$ cat src/verilog/usb_dev_events_pkg.sv
// Constants for the device event status and suspend clocking block
package usb_dev_events_pkg;
    // Command codes on the command phase
    localparam logic [7:0] CMD_READ_EVENTS = 8'hc0;
    localparam logic [7:0] CMD_WRITE_HW_CONFIG = 8'hba;
    localparam logic [7:0] CMD_WRITE_MODE = 8'hb8;
    localparam logic [7:0] CMD_NONE = 8'h00;
    // Event register layout
    localparam int EV_EP_LO = 10;
    localparam int EV_EP_HI = 23;
    localparam int EV_CTRL_IN = 9;
    localparam int EV_CTRL_OUT = 8;
    localparam int EV_BUS_STATE = 7;
    localparam int EV_PSEUDO_FRAME_TICK = 5;
    localparam int EV_SOF = 4;
    localparam int EV_EOT = 3;
    localparam int EV_SUSP = 2;
    localparam int EV_RESUME = 1;
    localparam int EV_RESET = 0;
    localparam logic [31:0] EV_RESET_VAL = 32'h0000_0000;
    localparam logic [31:0] EV_LATCH_MASK = 32'h00ff_ff3f;
    // Hardware configuration layout
    localparam int HWC_DIV_LO = 0;
    localparam int HWC_DIV_HI = 3;
    localparam int HWC_RUN = 4;
    localparam int HWC_NOSLOW = 5;
    localparam logic [15:0] HWC_MASK = 16'h003f;
    localparam logic [15:0] HWC_RESET_VAL = 16'h0013;
    // Mode register layout
    localparam int MODE_GO_SUSP = 5;
    localparam logic MODE_GO_SUSP_RESET = 1'b0;
    // Timing
    localparam int CLK_HZ = 40_000_000;
    localparam int FRAME_US = 1000;
    localparam int FRAME_CYCLES = CLK_HZ / 1_000_000 * FRAME_US;
    localparam int SUSP_ENTRY_US = 2000;
    localparam int SUSP_ENTRY_CYCLES = CLK_HZ / 1_000_000 * SUSP_ENTRY_US;
    localparam int WAKE_NS = 500_000;
    localparam int WAKE_CYCLES = CLK_HZ / 1_000_000 * WAKE_NS / 1000;
    localparam int SLOW_CLK_HZ = 100_000;
    localparam int SLOW_HALF_CYCLES = CLK_HZ / (2 * SLOW_CLK_HZ);
    localparam logic [1:0] MISSED_FRAMES_LIMIT = 2'h3;
    localparam int CNT_W = 17;
    localparam int SYNC_W = 20;
endpackage

$ cat src/verilog/clk_out_gen.sv
// Programmable clock output with slow suspend clock
`timescale 1ns/10ps
module clk_out_gen (
    input wire logic clk,
    input wire logic arst_n,
    input wire logic run,
    input wire logic slow_sel,
    input wire logic [3:0] divider,
    output logic clock_output
);
    logic [7:0] half_cnt_r;
    logic [7:0] half_cnt_nxt;
    logic clk_out_r;
    logic clk_out_nxt;
    logic [7:0] half_limit;

    always_comb begin
        half_cnt_nxt = half_cnt_r;
        clk_out_nxt = clk_out_r;
        half_limit = 8'h00;
        if (run) begin
            half_limit = {4'h0, divider};
        end else if (slow_sel) begin
            half_limit = 8'(usb_dev_events_pkg::SLOW_HALF_CYCLES - 1);
        end
        if (run || slow_sel) begin
            if (half_cnt_r >= half_limit) begin
                half_cnt_nxt = 8'h00;
                clk_out_nxt = ~clk_out_r;
            end else begin
                half_cnt_nxt = half_cnt_r + 8'h01;
            end
        end else begin
            half_cnt_nxt = 8'h00;
            clk_out_nxt = 1'b0;
        end
    end

    always_ff @(posedge clk or negedge arst_n) begin
        if (!arst_n) begin
            half_cnt_r <= 8'h00;
            clk_out_r <= 1'b0;
        end else begin
            half_cnt_r <= half_cnt_nxt;
            clk_out_r <= clk_out_nxt;
        end
    end

    assign clock_output = clk_out_r;
endmodule // clk_out_gen

$ cat src/verilog/usb_dev_events_suspend_clk.sv
// Device event status register, frame timing and suspend clock control
// Functional notes
// Endpoints 14..1 flag events in bits 23..10
// Control IN bit 9, control OUT bit 8
// Bit 7 shows live bus suspend state
// Pseudo frame flag each 1 ms; 3 misses suspend
// Bit 4 set on start-of-frame
// Bit 3 set when DMA count hits zero
// Bit 2 set on awake-to-suspend change
// Bit 1 set on bus resume
// Bit 0 set on bus reset
// Clock output divided from internal reference
// Suspend stops oscillator; slow clock optional
// Config: oscillator run, divider, slow disable
// Go-suspend set then cleared; 2 ms later suspend
// Slow disable 0 keeps slow clock in suspend
// Wake pulse; suspend clears after 0.5 ms
// Host reads events by command then data
// Host always reads both event words
// Second word read clears latched flags
`timescale 1ns/10ps
module usb_dev_events_suspend_clk #(
    parameter int FRAME_CYCLES = usb_dev_events_pkg::FRAME_CYCLES,
    parameter int SUSP_ENTRY_CYCLES = usb_dev_events_pkg::SUSP_ENTRY_CYCLES,
    parameter int WAKE_CYCLES = usb_dev_events_pkg::WAKE_CYCLES
) (
    input wire logic clk,
    input wire logic arst_n,
    input wire logic bus_cs_n,
    input wire logic bus_rd_n,
    input wire logic bus_wr_n,
    input wire logic bus_a0,
    input wire logic [15:0] bus_data_in,
    output logic [15:0] bus_data_out,
    output logic bus_data_oe,
    input wire logic [13:0] endpoint_event,
    input wire logic control_in_event,
    input wire logic control_out_event,
    input wire logic sof_detect,
    input wire logic dma_count_zero,
    input wire logic resume_detect,
    input wire logic bus_reset_detect,
    input wire logic device_wake_in,
    output logic suspend_out,
    output logic oscillator_on,
    output logic clock_output
);
    typedef enum logic [1:0] {PWR_AWAKE, PWR_ENTER, PWR_SUSP, PWR_WAKE} pwr_state_t;

    // Pin synchronisers
    logic [usb_dev_events_pkg::SYNC_W-1:0] sync1_r, sync2_r, sync3_r;
    logic [2:0] wake_sync_r;

    always_ff @(posedge clk or negedge arst_n) begin
        if (!arst_n) begin
            sync1_r <= {4'hf, 16'h0000};
            sync2_r <= {4'hf, 16'h0000};
            sync3_r <= {4'hf, 16'h0000};
            wake_sync_r <= 3'h0;
        end else begin
            sync1_r <= {bus_cs_n, bus_rd_n, bus_wr_n, bus_a0, bus_data_in};
            sync2_r <= sync1_r;
            sync3_r <= sync2_r;
            wake_sync_r <= {wake_sync_r[1:0], device_wake_in};
        end
    end

    logic cs_n_s, rd_n_s, wr_n_s, a0_s;
    logic cs_n_q, rd_n_q, wr_n_q, a0_q;
    logic [15:0] din_q;
    logic rd_end, wr_end, wake_rise;

    assign {cs_n_s, rd_n_s, wr_n_s, a0_s} = sync2_r[usb_dev_events_pkg::SYNC_W-1:16];
    assign {cs_n_q, rd_n_q, wr_n_q, a0_q, din_q} = sync3_r;
    assign rd_end = !cs_n_q && !rd_n_q && rd_n_s;
    assign wr_end = !cs_n_q && !wr_n_q && wr_n_s;
    assign wake_rise = wake_sync_r[1] && !wake_sync_r[2];

    // Command and register writes
    logic [7:0] cmd_r, cmd_nxt;
    logic word_idx_r, word_idx_nxt;
    logic [15:0] hwcfg_r, hwcfg_nxt;
    logic go_susp_r, go_susp_nxt;
    logic go_susp_fall, events_read_done;

    always_comb begin
        cmd_nxt = cmd_r;
        word_idx_nxt = word_idx_r;
        hwcfg_nxt = hwcfg_r;
        go_susp_nxt = go_susp_r;
        go_susp_fall = 1'b0;
        events_read_done = 1'b0;
        if (wr_end && a0_q) begin
            cmd_nxt = din_q[7:0];
            word_idx_nxt = 1'b0;
        end else if (wr_end && cmd_r == usb_dev_events_pkg::CMD_WRITE_HW_CONFIG) begin
            hwcfg_nxt = din_q & usb_dev_events_pkg::HWC_MASK;
        end else if (wr_end && cmd_r == usb_dev_events_pkg::CMD_WRITE_MODE) begin
            go_susp_nxt = din_q[usb_dev_events_pkg::MODE_GO_SUSP];
            go_susp_fall = go_susp_r && !din_q[usb_dev_events_pkg::MODE_GO_SUSP];
        end else if (rd_end && !a0_q && cmd_r == usb_dev_events_pkg::CMD_READ_EVENTS) begin
            word_idx_nxt = !word_idx_r;
            events_read_done = word_idx_r;
            if (word_idx_r) begin
                cmd_nxt = usb_dev_events_pkg::CMD_NONE;
            end
        end
    end

    always_ff @(posedge clk or negedge arst_n) begin
        if (!arst_n) begin
            cmd_r <= usb_dev_events_pkg::CMD_NONE;
            word_idx_r <= 1'b0;
            hwcfg_r <= usb_dev_events_pkg::HWC_RESET_VAL;
            go_susp_r <= usb_dev_events_pkg::MODE_GO_SUSP_RESET;
        end else begin
            cmd_r <= cmd_nxt;
            word_idx_r <= word_idx_nxt;
            hwcfg_r <= hwcfg_nxt;
            go_susp_r <= go_susp_nxt;
        end
    end

    // Frame timer and live bus state
    logic [usb_dev_events_pkg::CNT_W-1:0] frame_cnt_r, frame_cnt_nxt;
    logic [1:0] missed_r, missed_nxt;
    logic live_bus_state_r, live_bus_state_nxt;
    logic frame_expire;

    always_comb begin
        frame_cnt_nxt = frame_cnt_r + 17'h00001;
        missed_nxt = missed_r;
        live_bus_state_nxt = live_bus_state_r;
        frame_expire = 1'b0;
        if (sof_detect) begin
            frame_cnt_nxt = 17'h00000;
            missed_nxt = 2'h0;
        end else if (frame_cnt_r == 17'(FRAME_CYCLES - 1)) begin
            frame_cnt_nxt = 17'h00000;
            frame_expire = 1'b1;
            if (missed_r != usb_dev_events_pkg::MISSED_FRAMES_LIMIT) begin
                missed_nxt = missed_r + 2'h1;
            end
        end
        if (sof_detect || resume_detect || bus_reset_detect) begin
            live_bus_state_nxt = 1'b0;
            missed_nxt = 2'h0;
        end else if (missed_nxt == usb_dev_events_pkg::MISSED_FRAMES_LIMIT) begin
            live_bus_state_nxt = 1'b1;
        end
    end

    always_ff @(posedge clk or negedge arst_n) begin
        if (!arst_n) begin
            frame_cnt_r <= 17'h00000;
            missed_r <= 2'h0;
            live_bus_state_r <= 1'b0;
        end else begin
            frame_cnt_r <= frame_cnt_nxt;
            missed_r <= missed_nxt;
            live_bus_state_r <= live_bus_state_nxt;
        end
    end

    // Latched event flags; a new event wins over the read clear
    logic [31:0] ev_r, ev_nxt, ev_set, event_word;

    always_comb begin
        ev_set = 32'h0000_0000;
        ev_set[usb_dev_events_pkg::EV_EP_HI:usb_dev_events_pkg::EV_EP_LO] = endpoint_event;
        ev_set[usb_dev_events_pkg::EV_CTRL_IN] = control_in_event;
        ev_set[usb_dev_events_pkg::EV_CTRL_OUT] = control_out_event;
        ev_set[usb_dev_events_pkg::EV_PSEUDO_FRAME_TICK] = frame_expire;
        ev_set[usb_dev_events_pkg::EV_SOF] = sof_detect;
        ev_set[usb_dev_events_pkg::EV_EOT] = dma_count_zero;
        ev_set[usb_dev_events_pkg::EV_SUSP] = live_bus_state_nxt && !live_bus_state_r;
        ev_set[usb_dev_events_pkg::EV_RESUME] = resume_detect;
        ev_set[usb_dev_events_pkg::EV_RESET] = bus_reset_detect;
        ev_nxt = ev_r;
        if (events_read_done) begin
            ev_nxt = 32'h0000_0000;
        end
        ev_nxt = (ev_nxt | ev_set) & usb_dev_events_pkg::EV_LATCH_MASK;
    end

    always_ff @(posedge clk or negedge arst_n) begin
        if (!arst_n) begin
            ev_r <= usb_dev_events_pkg::EV_RESET_VAL;
        end else begin
            ev_r <= ev_nxt;
        end
    end

    always_comb begin
        event_word = ev_r;
        event_word[usb_dev_events_pkg::EV_BUS_STATE] = live_bus_state_r;
    end

    // Read data path
    logic [15:0] dout_r, dout_nxt;

    always_comb begin
        dout_nxt = 16'h0000;
        if (cmd_r == usb_dev_events_pkg::CMD_READ_EVENTS) begin
            dout_nxt = word_idx_r ? event_word[31:16] : event_word[15:0];
        end
    end

    always_ff @(posedge clk or negedge arst_n) begin
        if (!arst_n) begin
            dout_r <= 16'h0000;
        end else begin
            dout_r <= dout_nxt;
        end
    end

    assign bus_data_out = dout_r;
    assign bus_data_oe = !cs_n_s && !rd_n_s && !a0_s;

    // Suspend and wake sequencing
    pwr_state_t pwr_state_r, pwr_state_nxt;
    logic [usb_dev_events_pkg::CNT_W-1:0] pwr_cnt_r, pwr_cnt_nxt;

    always_comb begin
        pwr_state_nxt = pwr_state_r;
        pwr_cnt_nxt = 17'h00000;
        unique case (pwr_state_r)
            PWR_AWAKE: begin
                if (go_susp_fall) begin
                    pwr_state_nxt = PWR_ENTER;
                end
            end
            PWR_ENTER: begin
                pwr_cnt_nxt = pwr_cnt_r + 17'h00001;
                if (pwr_cnt_r == 17'(SUSP_ENTRY_CYCLES - 1)) begin
                    pwr_state_nxt = PWR_SUSP;
                    pwr_cnt_nxt = 17'h00000;
                end
            end
            PWR_SUSP: begin
                if (wake_rise) begin
                    pwr_state_nxt = PWR_WAKE;
                end
            end
            PWR_WAKE: begin
                pwr_cnt_nxt = pwr_cnt_r + 17'h00001;
                if (pwr_cnt_r == 17'(WAKE_CYCLES - 1)) begin
                    pwr_state_nxt = PWR_AWAKE;
                    pwr_cnt_nxt = 17'h00000;
                end
            end
        endcase
    end

    always_ff @(posedge clk or negedge arst_n) begin
        if (!arst_n) begin
            pwr_state_r <= PWR_AWAKE;
            pwr_cnt_r <= 17'h00000;
        end else begin
            pwr_state_r <= pwr_state_nxt;
            pwr_cnt_r <= pwr_cnt_nxt;
        end
    end

    logic suspended;

    assign suspended = pwr_state_r == PWR_SUSP || pwr_state_r == PWR_WAKE;
    assign suspend_out = suspended;
    assign oscillator_on = hwcfg_r[usb_dev_events_pkg::HWC_RUN] && !suspended;

    clk_out_gen u_clk_out_gen (
        .clk(clk),
        .arst_n(arst_n),
        .run(oscillator_on),
        .slow_sel(suspended && !hwcfg_r[usb_dev_events_pkg::HWC_NOSLOW]),
        .divider(hwcfg_r[usb_dev_events_pkg::HWC_DIV_HI:usb_dev_events_pkg::HWC_DIV_LO]),
        .clock_output(clock_output)
    );
endmodule // usb_dev_events_suspend_clk
$ cat config.mk
export PLATFORM = sky130hd
export DESIGN_NAME = usb_dev_events_suspend_clk
export DESIGN_NICKNAME = d
export VERILOG_FILES = /design/src/verilog/usb_dev_events_pkg.sv /design/src/verilog/clk_out_gen.sv /design/src/verilog/usb_dev_events_suspend_clk.sv
export SDC_FILE = /design/constraint.sdc
export NUM_CORES = 1
export LEC_CHECK = 0
export BUFFER_PORTS_ARGS = -buffer_cell sky130_fd_sc_hd__buf_2
export CAP_MARGIN = 10
export CORE_MARGIN = 3
export CORE_UTILIZATION = 52
export CTS_CLUSTER_DIAMETER = 100
export DETAILED_ROUTE_END_ITERATION = 12
export GPL_TIMING_DRIVEN = 0
export PLACE_DENSITY = 0.72
export SLEW_MARGIN = 15
export SYNTH_ARGS = -nofsm -noshare
export SYNTH_HDL_FRONTEND = slang
export SYNTH_HIERARCHICAL = 1
export SYNTH_SLANG_ARGS = --single-unit
$ cat constraint.sdc
create_clock -name clk -period 2.3 [get_ports clk]
set_input_delay 0.46 -clock clk [delete_from_list [all_inputs] [get_ports clk]]
set_output_delay 0.46 -clock clk [all_outputs]
set_load 0.05 [all_outputs]
==> results.toml <==
[status]
run_status = "completed"

[worst_setup_path]
setup.worst_path.class = "reg2reg"
worstPathCellList = "inv_2, ha_4, nor2_4, nor2_2, nor2b_4, a21oi_2, ha_2, a2111oi_4, o21ai_2, a31o_4, nor2_2"
crit_family = "compound AO/OA/AOI/OAI gates"
timing.critical_path.to_type = "flop"
cp_data_required_time_ps = 2750
cpMaxStageDelayCell = "dfrtp_1"
critical-path-max-stage-delay_ps = 430
cpMostUsedCell = "nor2_2"
start_kind = "flop"
critical_path_arrival_ps = 2720
crit_path_max_fanout = 8
worst-path-buf-inv = 1

[placed_design]
gpl_wtd_cong = 0.764
dp.cells = 639
hpwl_microns = 6600
port-buffer-count = 54

[cts]
cts.sink_count = 141
root_buffer = "clkbuf_8"
cts_max_level = 4
clk_latency_ps = 510
clk_transition_reported_paths_ps = 60
max-clock-path-buffers = 2
cts_tree = "built"
cts_buffers = 17

[floorplanning]
initial_core_util_pct = 53.7
die_w_microns = 110
floorplan.core_area_sq_um = 10400
row_count = 37
top_level_port_count = 63
die_area_sq_um = 12000
die_h_microns = 110

[power]
ir_worst_vdd_v = 0.000745
leakagePower_nw = 3.00
power_density_nw_per_um2 = 938

[synth]
synth.cells.most_frequent = "126 x dfrtp_1, 55 x nor2_1, 27 x nand2_1"
postSynthNetCount = 505
synth.avg_cell_area_sq_um = 12.5
synthMostInstantiatedCell = "dfrtp_1"
async_reset_ff_share_pct = 100
synth_cell_type_count = 49
synthMuxAreaShare_pct = 4.31
synth.yosys.seq_area_share_pct = 63.4
post_synth_and_or_nand_nor_area_fraction_pct = 16.0
synth-warning-count = 6
synth_area_sq_um = 5600
synthXorXnorAreaFrac_pct = 5.79
synthFlopType = "dfrtp_1"
synthCells = 448
post_synth_top_area_cell = "dfrtp_1"
yosys.area.top_type_share_pct = 56.3
leading_post_synthesis_cells_by_cell_area = "dfrtp_1 56%, dfstp_2 7.0%, nor2_1 3.7%"
post_synth_fa_ha_maj_area_fraction_pct = 3.13
synth_top_family_by_area = "simple AND/OR/NAND/NOR gates"
synth-compound-area-share_pct = 6.06
yosys_register_bits = 141
synth-edff-count = 0

[timing]
clock_skew_ps = 6.74
timing.final.crit_share_pct = 98.9
holdWs_ps = 44.5
timing_hold_violations_final = 0
slew_headroom_pct = 56.2
max_clock_freq_mhz = 439
max_slew.worst_pin.slew_ps = 657
fin_crit_ps = 2280
setup_violations = 0
setup_repair_after_global_routing_missed_its_margin = "true"
slew_violations = 0

[detailed_routing]
total_vias_in_the_final_route = 3468
drt_pre_antenna_iters = 4
drc_errors = 0
detail_route.iter0.violations = 145
routedWlPerCell_microns = 14.4
route.antenna.remaining_nets = 0
total_wirelength_of_the_detailed_routed_design_microns = 9730
route.detailed.vias_per_inst = 5.13

[grt]
grt_antenna_before_repair = 0
grt_use_total_pct = 18.1
pin_count_of_the_biggest_net_entering_global_routing = 82
globalRoute.totalOverflow = 0
grt_pass1_vias = 3548
grt_pass1_wl_microns = 16600

[finish]
final_nets = 584
flow.area_growth_from_synthesis_pct = 20.4
ratio_of_cells_with_drive_above_1_in_the_final_layout_pct = 28.7
stdcell_count = 676
n_antenna_cell = 0

[run]
cap_viol_max_count = 0

[min_path]
hold_path_class = "in2reg"
stage by stage:
step           TNS (ps)  cell area [sq um]  util, %  power (W)  worst slack (ps)
3_5_place_dp      -3340               6100     58.5    0.00384              -193
5_1_grt            -806               6740     64.7    0.00666             -69.5
3_3_place_gp    -135880               6060     58.2    0.00378             -1040
6_report              0               6740     64.7    0.00632              24.2
2_1_floorplan         0               5620        -    0.00355              13.5
4_1_cts               0               6720     64.5    0.00634             0.160
placed cells by master (no fill, tap or decap), types with 5 or more instances in the layout:
master     instances
a21o_1            20
and2_1            12
and3_1             8
buf_2             55
buf_4              6
clkbuf_1          11
clkbuf_16         16
dfrtp_1          125
dfstp_2           15
ha_1               9
inv_1              8
mux2_2            13
mux2i_1            8
nand2_1           26
nand3_1           15
nand4_1            9
nor2_1            52
nor2_2            10
nor3_1             5
o21ai_0            5
xnor2_1           16
xor2_1            21
registers in the layout, summed over array words and instances (netlist names):
| signal | count |
|---|---|
| cmd_r | 8 |
| sync1_r | 12 |
| pwr_state_r | 2 |
| missed_r | 2 |
| ev_r | 22 |
| live_bus_state_r | 1 |
| sync2_r | 12 |
| word_idx_r | 1 |
| u_clk_out_gen/half_cnt_r | 8 |
| u_clk_out_gen/clock_output | 1 |
| go_susp_r | 1 |
| sync3_r | 12 |
| pwr_cnt_r | 17 |
| bus_data_out | 16 |
| frame_cnt_r | 17 |
| hwcfg_r | 6 |
| wake_sync_r | 3 |
area by class of cell:
type / instances / area (sq um)
Tap cell: 136 / 170
Clock buffer: 26 / 478
Buffer: 7 / 28.8
Inverter: 10 / 37.5
Clock inverter: 6 / 40.0
Fill cell: 819 / 3670
Sequential cell: 141 / 3550
Timing Repair Buffer: 62 / 359
Multi-Input combinational cell: 288 / 2080
cells by family (layout without fill, tap and decap cells):
family                   count (synthesis)  after routing
flip-flops                             141            141
XOR/XNOR                                37             37
buffers and inverters                   19            111
adder cells (fa/ha/maj)                 14             14
AND/OR/NAND/NOR                        171            171
AO/OA/AOI/OAI                           44             44
multiplexers                            22             22
power breakdown:
group | internal, W | switching, W
clock network | 0.00141 | 0.000941
registers | 0.00263 | 0.000129
logic | 0.000514 | 0.000702
worst register-to-register path, cell delays in order, from the launching register on:
cell and delay, ps:
dfrtp_1 430, inv_2 100, ha_4 140, nor2_4 40, nor2_2 120, nor2b_4 210
a21oi_2 50, ha_2 200, a2111oi_4 370, o21ai_2 140, a31o_4 290, nor2_2 110
path summary, 6_finish.rpt:
kind	start	to	slack, ps	cells after the start
setup reg to reg	pwr_state_r[0]	u_clk_out_gen/half_cnt_r[6]	20	11
hold / removal	bus_rd_n	sync1_r[18]	40	1
min in group asynchronous	arst_n	wake_sync_r[1]	490	2
hold reg to reg	sync1_r[3]	sync2_r[3]	350	0
max in group asynchronous	arst_n	hwcfg_r[4]	1040	3
setup / recovery	pwr_state_r[0]	u_clk_out_gen/half_cnt_r[6]	20	11
metal layers:
metal	up-vias	GRT usage, %	part of all wire, %
met3	16	5.58	3.8
met2	47	28.8	49
met5	-	0	0
met4	0	7.66	1.7
met1	1717	23.0	45
li1	1688	-	-
what timing repair did:
| item | in CTS | in global routing |
|---|---|---|
| hold buffers | 1 | 0 |
| resized for setup | 14 | 6 |
| gates cloned | 0 | 0 |
| endpoints found under the hold margin | 46 | 0 |
| endpoints found under the setup margin | 20 | 31 |
| pin swaps | 3 | 10 |
| buffers inserted | 5 | 1 |
Power figures use the tool's default switching activity.
